<file path="src/hdl/gpio_map.svh">
`ifndef GPIO_MAP_SVH
`define GPIO_MAP_SVH

// register byte addresses on the configuration bus
`define GPIO_ADDR_ENABLE    32'h01b0_0000
`define GPIO_ADDR_DIRECTION 32'h01b0_0004
`define GPIO_ADDR_VALUE     32'h01b0_0008
`define GPIO_ADDR_RISE_DET  32'h01b0_0010
`define GPIO_ADDR_RISE_MASK 32'h01b0_0014
`define GPIO_ADDR_FALL_DET  32'h01b0_0018
`define GPIO_ADDR_FALL_MASK 32'h01b0_001c
`define GPIO_ADDR_GLOBAL    32'h01b0_0020
`define GPIO_ADDR_POLARITY  32'h01b0_0024
`define GPIO_ADDR_HOLE      32'h01b0_000c

// reset values
`define GPIO_RST_ENABLE     16'h0000
`define GPIO_RST_DIRECTION  16'h0000
`define GPIO_RST_WORD       16'h0000
`define GPIO_RST_GLOBAL     8'h00

// global control fields
`define GPIO_GC_MODE_LSB    0
`define GPIO_GC_MODE_W      2
`define GPIO_GC_LOGIC_BIT   4

// input hold figures in cpu clock periods
`define GPIO_EVENT_HOLD_P   8
`define GPIO_POLL_HOLD_P    12

`endif

</file>
<file path="src/hdl/gpio_pkg.sv">
package gpio_pkg;
  typedef enum logic [1:0] {
    GPIO_MODE_PASS  = 2'h0,
    GPIO_MODE_DELTA = 2'h1,
    GPIO_MODE_LOGIC = 2'h2,
    GPIO_MODE_RSVD  = 2'h3
  } gpio_mode_t;

  typedef struct packed {
    logic        rd;
    logic        wr;
    logic [31:0] addr;
    logic [31:0] wdata;
  } gpio_bus_req_t;

  typedef struct packed {
    logic        ack;
    logic [31:0] rdata;
  } gpio_bus_rsp_t;
endpackage

</file>
<file path="src/hdl/gpio_edge_det.sv">
`timescale 1ns/100ps
`default_nettype none
// synchronises pin levels and reports single-cycle rise and fall pulses
module gpio_edge_det #(
  parameter int WIDTH = 16
) (
  // clock and reset
  input  wire logic             mclk_in,
  input  wire logic             reset_n_in,
  // pins
  input  wire logic [WIDTH-1:0] pin_in,
  // synchronised level and edges
  output logic      [WIDTH-1:0] level_out,
  output logic      [WIDTH-1:0] rise_out,
  output logic      [WIDTH-1:0] fall_out
);
  logic [WIDTH-1:0] meta_q;
  logic [WIDTH-1:0] sync_q;
  logic [WIDTH-1:0] prev_q;

  // first stage feeds only the second stage
  always_ff @(posedge mclk_in) begin
    if (!reset_n_in) begin
      meta_q <= '0;
      sync_q <= '0;
      prev_q <= '0;
    end else begin
      meta_q <= pin_in;
      sync_q <= meta_q;
      prev_q <= sync_q;
    end
  end

  assign level_out = sync_q;
  assign rise_out  = sync_q & ~prev_q;
  assign fall_out  = ~sync_q & prev_q;
endmodule // gpio_edge_det
`default_nettype wire

</file>
<file path="src/hdl/gpio_port.sv">
`timescale 1ns/100ps
`default_nettype none
`include "gpio_map.svh"

// Function
// - sixteen pins 0..15 each have an enable bit and a direction bit at their own index.
// - a pin is under port control only while its enable bit is one.
// - for an enabled pin direction zero means input and direction one means output.
// - direction bits of disabled pins have no effect on the pin.
// - an output pin drives the level software wrote into its value bit.
// - reading the value bit of an input pin returns the sampled pin state.
// - after reset all direction bits are zero and reserved upper bits read zero.
// - pin activity raises cpu interrupt and dma sync events under selectable modes.
// - rise detect, rise mask, fall detect, fall mask, global control and polarity exist.
module gpio_port
  import gpio_pkg::*;
#(
  parameter int PINS = 16
) (
  // clock and reset
  input  wire logic            mclk_in,
  input  wire logic            reset_n_in,
  // configuration bus
  input  wire gpio_bus_req_t   cfg_req_in,
  output gpio_bus_rsp_t        cfg_rsp_out,
  // general pins, enable low while driving
  input  wire logic [PINS-1:0] general_pin_in,
  output logic      [PINS-1:0] general_pin_out,
  output logic      [PINS-1:0] general_pin_oe_n_out,
  // events
  output logic      [PINS-1:0] pin_irq_out,
  output logic      [PINS-1:0] dma_sync_event_out,
  output logic                 logic_irq_out,
  output logic                 logic_dma_sync_event_out
);
  logic [PINS-1:0] enable_q, enable_d;
  logic [PINS-1:0] dir_q, dir_d;
  logic [PINS-1:0] value_q, value_d;
  logic [PINS-1:0] rdet_q, rdet_d;
  logic [PINS-1:0] rmask_q, rmask_d;
  logic [PINS-1:0] fdet_q, fdet_d;
  logic [PINS-1:0] fmask_q, fmask_d;
  logic [PINS-1:0] pol_q, pol_d;
  logic [7:0]      gctl_q, gctl_d;
  logic [31:0]     rdata_q, rdata_d;
  logic            ack_q, ack_d;
  logic [PINS-1:0] pin_irq_q, pin_irq_d;
  logic            logic_q, logic_d;

  logic [PINS-1:0] level;
  logic [PINS-1:0] rise;
  logic [PINS-1:0] fall;
  logic [PINS-1:0] is_in;
  logic [PINS-1:0] is_out;
  logic [PINS-1:0] act;
  logic [PINS-1:0] rise_ev;
  logic [PINS-1:0] fall_ev;
  gpio_mode_t      mode;

  function automatic logic [PINS-1:0] lo(input logic [31:0] w);
    lo = w[PINS-1:0];
  endfunction

  function automatic logic [31:0] zx(input logic [PINS-1:0] v);
    zx = {{(32-PINS){1'b0}}, v};
  endfunction

  function automatic logic hit(input gpio_bus_req_t r, input logic [31:0] a);
    hit = r.wr && (r.addr == a);
  endfunction

  gpio_edge_det #(
    .WIDTH(PINS)
  ) u_edge (
    .mclk_in   (mclk_in),
    .reset_n_in(reset_n_in),
    .pin_in    (general_pin_in),
    .level_out (level),
    .rise_out  (rise),
    .fall_out  (fall)
  );

  assign is_out = enable_q & dir_q;
  assign is_in  = enable_q & ~dir_q;
  assign mode   = gpio_mode_t'(gctl_q[`GPIO_GC_MODE_LSB +: `GPIO_GC_MODE_W]);

  // polarity swaps which edge counts as active for event generation
  assign rise_ev = is_in & ((rise & ~pol_q) | (fall & pol_q));
  assign fall_ev = is_in & ((fall & ~pol_q) | (rise & pol_q));

  always_comb begin
    enable_d = enable_q;
    dir_d    = dir_q;
    rmask_d  = rmask_q;
    fmask_d  = fmask_q;
    pol_d    = pol_q;
    gctl_d   = gctl_q;
    // input pins track the pin, outputs keep what software wrote
    value_d  = (value_q & ~is_in) | (level & is_in);
    if (hit(cfg_req_in, `GPIO_ADDR_ENABLE)) begin
      enable_d = lo(cfg_req_in.wdata);
    end
    if (hit(cfg_req_in, `GPIO_ADDR_DIRECTION)) begin
      dir_d = lo(cfg_req_in.wdata);
    end
    if (hit(cfg_req_in, `GPIO_ADDR_VALUE)) begin
      value_d = (lo(cfg_req_in.wdata) & ~is_in) | (level & is_in);
    end
    if (hit(cfg_req_in, `GPIO_ADDR_RISE_MASK)) begin
      rmask_d = lo(cfg_req_in.wdata);
    end
    if (hit(cfg_req_in, `GPIO_ADDR_FALL_MASK)) begin
      fmask_d = lo(cfg_req_in.wdata);
    end
    if (hit(cfg_req_in, `GPIO_ADDR_POLARITY)) begin
      pol_d = lo(cfg_req_in.wdata);
    end
    if (hit(cfg_req_in, `GPIO_ADDR_GLOBAL)) begin
      gctl_d = cfg_req_in.wdata[7:0];
    end
  end

  // detect bits: write one clears, a new edge in the same cycle wins
  always_comb begin
    rdet_d = rdet_q;
    fdet_d = fdet_q;
    if (hit(cfg_req_in, `GPIO_ADDR_RISE_DET)) begin
      rdet_d = rdet_q & ~lo(cfg_req_in.wdata);
    end
    if (hit(cfg_req_in, `GPIO_ADDR_FALL_DET)) begin
      fdet_d = fdet_q & ~lo(cfg_req_in.wdata);
    end
    rdet_d = rdet_d | rise_ev;
    fdet_d = fdet_d | fall_ev;
  end

  // event generation per mode
  always_comb begin
    act       = (rise_ev & rmask_q) | (fall_ev & fmask_q);
    pin_irq_d = '0;
    logic_d   = 1'b0;
    case (mode)
      GPIO_MODE_PASS: begin
        // raw pass-through of the active level of each input pin
        pin_irq_d = is_in & (level ^ pol_q);
      end
      GPIO_MODE_DELTA: begin
        pin_irq_d = act;
      end
      GPIO_MODE_LOGIC: begin
        // and-mode needs all masked pins set, or-mode any one
        if (gctl_q[`GPIO_GC_LOGIC_BIT]) begin
          logic_d = ((rmask_q | fmask_q) != '0) &&
                    (((rdet_d & rmask_q) | (fdet_d & fmask_q)) == (rmask_q | fmask_q));
        end else begin
          logic_d = act != '0;
        end
      end
      default: begin
        pin_irq_d = '0;
      end
    endcase
  end

  // read path, one cycle latency, unmapped reads return zero
  always_comb begin
    rdata_d = 32'h0000_0000;
    ack_d   = cfg_req_in.rd | cfg_req_in.wr;
    if (cfg_req_in.rd) begin
      case (cfg_req_in.addr)
        `GPIO_ADDR_ENABLE:    rdata_d = zx(enable_q);
        `GPIO_ADDR_DIRECTION: rdata_d = zx(dir_q);
        `GPIO_ADDR_VALUE:     rdata_d = zx(value_q);
        `GPIO_ADDR_RISE_DET:  rdata_d = zx(rdet_q);
        `GPIO_ADDR_RISE_MASK: rdata_d = zx(rmask_q);
        `GPIO_ADDR_FALL_DET:  rdata_d = zx(fdet_q);
        `GPIO_ADDR_FALL_MASK: rdata_d = zx(fmask_q);
        `GPIO_ADDR_GLOBAL:    rdata_d = {24'h00_0000, gctl_q};
        `GPIO_ADDR_POLARITY:  rdata_d = zx(pol_q);
        default:              rdata_d = 32'h0000_0000;
      endcase
    end
  end

  always_ff @(posedge mclk_in) begin
    if (!reset_n_in) begin
      enable_q  <= `GPIO_RST_ENABLE;
      dir_q     <= `GPIO_RST_DIRECTION;
      value_q   <= `GPIO_RST_WORD;
      rdet_q    <= `GPIO_RST_WORD;
      rmask_q   <= `GPIO_RST_WORD;
      fdet_q    <= `GPIO_RST_WORD;
      fmask_q   <= `GPIO_RST_WORD;
      pol_q     <= `GPIO_RST_WORD;
      gctl_q    <= `GPIO_RST_GLOBAL;
      rdata_q   <= 32'h0000_0000;
      ack_q     <= 1'b0;
      pin_irq_q <= '0;
      logic_q   <= 1'b0;
    end else begin
      enable_q  <= enable_d;
      dir_q     <= dir_d;
      value_q   <= value_d;
      rdet_q    <= rdet_d;
      rmask_q   <= rmask_d;
      fdet_q    <= fdet_d;
      fmask_q   <= fmask_d;
      pol_q     <= pol_d;
      gctl_q    <= gctl_d;
      rdata_q   <= rdata_d;
      ack_q     <= ack_d;
      pin_irq_q <= pin_irq_d;
      logic_q   <= logic_d;
    end
  end

  // the two-flop synchroniser plus edge register needs pulses of three
  // clocks; the held-level figures below leave margin over that
  assign general_pin_out          = value_q;
  assign general_pin_oe_n_out     = ~is_out;
  assign pin_irq_out              = pin_irq_q;
  assign dma_sync_event_out       = pin_irq_q;
  assign logic_irq_out            = logic_q;
  assign logic_dma_sync_event_out = logic_q;
  assign cfg_rsp_out.ack          = ack_q;
  assign cfg_rsp_out.rdata        = rdata_q;
endmodule // gpio_port
`default_nettype wire

</file>
<file path="config.mk">
export PLATFORM = sky130hd
export DESIGN_NAME = gpio_port
export DESIGN_NICKNAME = d
export VERILOG_FILES = /design/src/hdl/gpio_pkg.sv /design/src/hdl/gpio_edge_det.sv /design/src/hdl/gpio_port.sv
export VERILOG_INCLUDE_DIRS = /design/src /design/src/hdl
export SDC_FILE = /design/constraint.sdc
export NUM_CORES = 1
export LEC_CHECK = 0
export BUFFER_PORTS_ARGS = -buffer_cell sky130_fd_sc_hd__buf_2
export CORE_UTILIZATION = 45
export CTS_CLUSTER_DIAMETER = 40
export DETAILED_ROUTE_END_ITERATION = 6
export GPL_ROUTABILITY_DRIVEN = 0
export PLACE_DENSITY = 0.78
export SYNTH_ARGS = -nofsm -noshare
export SYNTH_HDL_FRONTEND = slang
export SYNTH_HIERARCHICAL = 1
export SYNTH_SLANG_ARGS = --single-unit
</file>
<file path="constraint.sdc">
create_clock -name mclk_in -period 3.5 [get_ports mclk_in]
set_input_delay 0.35 -clock mclk_in [delete_from_list [all_inputs] [get_ports mclk_in]]
set_output_delay 0.35 -clock mclk_in [all_outputs]
set_load 0.01 [all_outputs]
</file>
# ---- After elaboration in Yosys (flattened, before gate mapping)
# Cells that the tools add are included.
dict set report classes {
  add_sub_neg 0
  eq_ne 12
  n_mux 6
  reduce_logical 15
  multipliers 0
  n_shift 0
  div_mod_pow 0
  bitwise_logic 38
  order_cmp 0
}
# cell n
set op_table {}
lappend op_table {{bitwise AND 16 bit} 20}
lappend op_table {{equality test 32 x 25 -> 1 bit (second input constant)} 9}
lappend op_table {{bitwise OR 16 bit} 9}
lappend op_table {{case mux 16 bit (9 select lines)} 1}
lappend op_table {{NOT 16 bit} 7}
lappend op_table {{2-to-1 mux 16 bit} 3}
lappend op_table {{case mux 16 bit (2 select lines)} 1}
lappend op_table {{nonzero test 16 bit} 2}
lappend op_table {{equality test 16 bit} 1}
lappend op_table {{bitwise XOR 16 bit} 1}
lappend op_table {{logical AND 1 bit} 10}
lappend op_table {{AND reduction 2 bit} 2}
lappend op_table {{equality test 2 x 1 -> 1 bit (second input constant)} 1}
lappend op_table {{equality test 2 bit (second input constant)} 1}
lappend op_table {{logical NOT 2 bit} 1}
lappend op_table {{2-to-1 mux 1 bit} 1}
lappend op_table {{bitwise OR 1 bit} 1}
dict set report word_totals {
  latchBits 0
  romBits 0
  memories 0
  ff_bits 234
  wordCells 87
  out_inout_bits 99
  ramBits 0
}

# ---- Longest topological paths before layout
dict set report depth {
  word_depth 11
  mapped_depth 10
  ltp_nobuf 8
}

# ---- Modules after synthesis
# Netlist, hierarchy kept.
# module seq_area_each_um2 area_each_um2 n_inst cells_each
set modules_own_cells {}
lappend modules_own_cells {gpio_port 3403.3 8813.5 1 1128}
lappend modules_own_cells {gpio_edge_det 960.9 1505.2 1 133}

# ---- Worst setup path after synthesis
# OpenSTA, ideal clock, no wires.
dict set report synth_timing {
  kind {input port to flip-flop}
  from {input port cfg_req_in[59] (netlist name)}
  to {register with a tool-made name}
  setup_slack_ns 0.800
  path_stages 10
  arrival_time_ns 2.566
  n_path_buf 3
  t_required_ns 3.366
  path_cell_list {or4_1 > nor3_4 > nand2_1 > buf_4 > nor4b_4 > and2_1 > buf_6 > buf_6 > mux2i_1 > a211oi_1}
}
# element line
set synth_lines {}
lappend synth_lines {{start: declaration} gpio_port.sv:24} ;# input wire gpio_bus_req_t cfg_req_in,

# ---- Worst setup path in the final report
dict set report layout_timing {
  from {input port cfg_req_in[59] (netlist name)}
  to {register pol_q[5]}
}
dict set report layout_between {
  elab_chain_len 2
}
# element line
set layout_lines {}
lappend layout_lines {{equality test 32 x 25 -> 1 bit} gpio_port.sv:69} ;# hit = r.wr && (r.addr == a);
lappend layout_lines {{logical AND 1 bit} gpio_port.sv:69}
lappend layout_lines {{end signal: assignment} gpio_port.sv:194} ;# pol_q <= `GPIO_RST_WORD;
lappend layout_lines {{end signal: assignment} gpio_port.sv:208} ;# pol_q <= pol_d;
lappend layout_lines {{end: declaration} gpio_port.sv:43} ;# logic [PINS-1:0] pol_q, pol_d;
# No other way between the ends.
# A chain may end at the register's enable or synchronous reset.

==> out/metrics.yaml <==
post-synth-top-area-cell: "dfxtp_1"
critPathMaxFanout: 16
hold_viol_final: 0
period_needed_ps: 2550
initialDrtViolationCount: 1029
yosysSeqAreaShare_pct: 42.3
yosys-top-cells-area: "dfxtp_1, nand2_1, a21oi_1, nor2_1, mux2i_1"
synthSimpleGateAreaFrac_pct: 24.6
end_kind: "flop"
synth-xor-area-share_pct: 1.36
syn_inst: 1261
worst_slew_pin_slew_ps: 1000
syn_avg_cell_area_sq_um: 8.18
die_h_microns: 153
violations: "design-rule violations"
area_growth_pct: 17.8
p_sw_mw: 1.33
final_antenna_net_count: 0
worstSetupPathType: "primary input to flop"
die-width_microns: 153
setup_viol: 0
grt_overflow_total: 0
first_pass_iters: 7
final-max-slew-violation-count: 0
grt_start_max_net_pins: 71
cp-start-kind: "primary input"
synth_top_family_by_area: "simple AND/OR/NAND/NOR gates"
synth_common_cells: "dfxtp_1, nand2_1, a21oi_1"
r2r_end: "logic_dma_sync_event_out$_SDFF_PN0_"
grt_pass1_vias: 9508
post_drt_via_cell_ratio: 5.88
rsz0062_at_grt: "false"
yosys.area.top_type_share_pct: 42.3
cts_tree: "done"
r2r_setup_slack_ps: 1220
cts_max_level: 1
power_mw: 5.76
nets: 1448
yosys_warnings: 6
power.internal_mw: 4.43
place_hpwl_mm: 21.0
fp-row-count: 55
initial_core_util_pct: 45.7
vias: 9845
design_area_sq_um: 12200
yosysMostFrequentCell: "dfxtp_1"
hold_path_startpoint: "general_pin_in[6]"
worstPathArrival_ps: 2960
ys_types: 56
cts.sinks: 218
dieArea_sq_um: 23500
antenna_found_initial: 0
cap_violations: 0
synth_edf_count: 0
post_cts_buffers: 0
cts_buffers: 30
startpoint: "cfg_req_in[59]"
grt_usage_pct: 26.5
drc: 3
r2r_start: "pol_q[3]$_SDFFE_PN0P_"
synth_compound_area_share_pct: 19.2
slew_headroom_pct: 33.1
synthArstFlopShare_pct: 0
power_frac_comb_pct: 3.4
cts-root-buf: "clkbuf_16"
vdd_drop_max_mv: 0.396
synth_fa_ha_area_share_pct: 0
layout-drive-gt1-share_pct: 18.4
hold_ws_ps: 12.6
cts_buffer_depth: 3
powerDensity_nw_per_um2: 474
finalCritPeriodShare_pct: 73.0
leakage_nw: 4.37
syn_area_sq_um: 10300
num_io_pins: 183
clock_latency_ps: 540
swShare_pct: 23.1
clk_pin_slew_ps: 50
whs_endpoint: "u_edge/meta_q[6]$_SDFF_PN0_"
clockPowerShare_pct: 52.8
required_ps: 3900
routedWlPerCell_microns: 19.1
wl_mm: 32.0
min_path_cells: 2
grt_pass1_wl_mm: 49.7
muxShareOfSynthArea_pct: 5.01
seqPwrFrac_pct: 43.7
synth_seq_cells: 218
core-area_sq_um: 22600
outcome: "finished, violations left"
hp-class: "primary input to flop"
placed_area_sq_um: 11100
port_buffers: 150
fmax_mhz: 391
clock_skew_ps: 8.20
fin_tns_setup_ps: 0
reg2regPathDepth: 7
antenna-diode-count: 0
ys.flop_type: "dfxtp_1"
## power by group through the flow
stage / Combinational, mW / Sequential (mW) / Clock, mW
after CTS: 0.195 / 2.52 / 3.07
after global placement: 0.184 / 2.57 / 0
final: 0.199 / 2.52 / 3.04
after detailed placement: 0.188 / 2.57 / 0
after global routing: 0.213 / 2.52 / 3.20
after floorplan: 0.133 / 2.57 / 0
## flip-flops by register name, summed over array words and instances (netlist names), named ones only
signal,count
gctl_q,8
logic_dma_sync_event_out,1
fmask_q,16
ack_q,1
u_edge/level_out,16
u_edge/prev_q,16
dma_sync_event_out,16
pol_q,16
enable_q,16
dir_q,16
rdata_q,16
rmask_q,16
rdet_q,16
u_edge/meta_q,16
fdet_q,16
## area by class of cell
| class | count | area, sq um |
|---|---|---|
| tap | 285 | 357 |
| clock buffer | 36 | 825 |
| inverter | 31 | 118 |
| timing repair buffer | 184 | 1050 |
| fill | 2098 | 10400 |
| multi-input combinational | 899 | 5240 |
| sequential | 218 | 4360 |
| clock inverter | 20 | 201 |
## timing repair
item                                   CTS  global route
gates resized for setup                  0             0
hold buffers                             7             0
endpoints found under the hold margin    7             0
## per-layer routing
metal | wire length (microns) | track usage [%] | vias up
li1 | - | - | 4578
met1 | 12900 | 33.7 | 4567
met2 | 14700 | 43.5 | 600
met3 | 3370 | 5.02 | 100
met4 | 1060 | 12.0 | 0
met5 | 0 | 0 | -
## kinds of logic (layout without fill, tap and decap cells)
kind of cell,after synthesis,after routing
flip-flops,218,218
AO/OA/AOI/OAI,294,294
XOR/XNOR,16,16
other,1,16
multiplexers,50,50
buffers and inverters,159,271
AND/OR/NAND/NOR,523,523
## through the flow
stage	utilization [%]	cells	worst slack, ps
3_3_place_gp	49.0	1610	543
3_5_place_dp	49.0	1610	473
2_1_floorplan	-	1276	800
4_1_cts	53.8	1673	1030
5_1_grt	53.8	1673	809
6_report	53.8	1673	945
## layout by cell type (no fill, tap or decap), types with 4 or more instances in the layout
cell type,n
and2_1,59
a22oi_1,34
nor2b_1,39
dlygate4sd3_1,7
buf_2,150
o31ai_1,4
a21o_1,4
a21oi_1,117
mux2_2,13
nor3_1,17
nand4_1,17
nor4_1,17
o21a_1,6
a31oi_1,17
a22o_1,23
xnor2_1,16
mux2i_1,37
clkbuf_16,31
a41oi_1,20
conb_1,16
a211oi_1,17
nor4_2,5
a221oi_1,14
buf_4,25
clkinvlp_4,7
inv_6,6
and3_1,8
nand2b_1,19
nor2_1,102
nand2_1,213
inv_1,30
dfxtp_1,218
nand3_1,11
a222oi_1,10
o21ai_0,11
a311o_1,4
## critical path, stage by stage
cell	delay, ps
buf_2	90
or4_1	590
nor3_4	170
nand2_1	330
nor4_1	380
nand2_1	670
nand2_1	280
a21oi_1	90
## worst max-delay path by stage
stage                     depth (start not counted)                      to  slack [ps]
after detailed placement                          8   dir_q[3]$_SDFFE_PN0P_         470
after global placement                            8   dir_q[5]$_SDFFE_PN0P_         540
after floorplan                                  10                    flop         800
after CTS                                         8   dir_q[3]$_SDFFE_PN0P_        1030
after global routing                              8  dir_q[15]$_SDFFE_PN0P_         810
final                                             8   pol_q[5]$_SDFFE_PN0P_         950
Note: power is estimated with default switching activity, not from simulation.
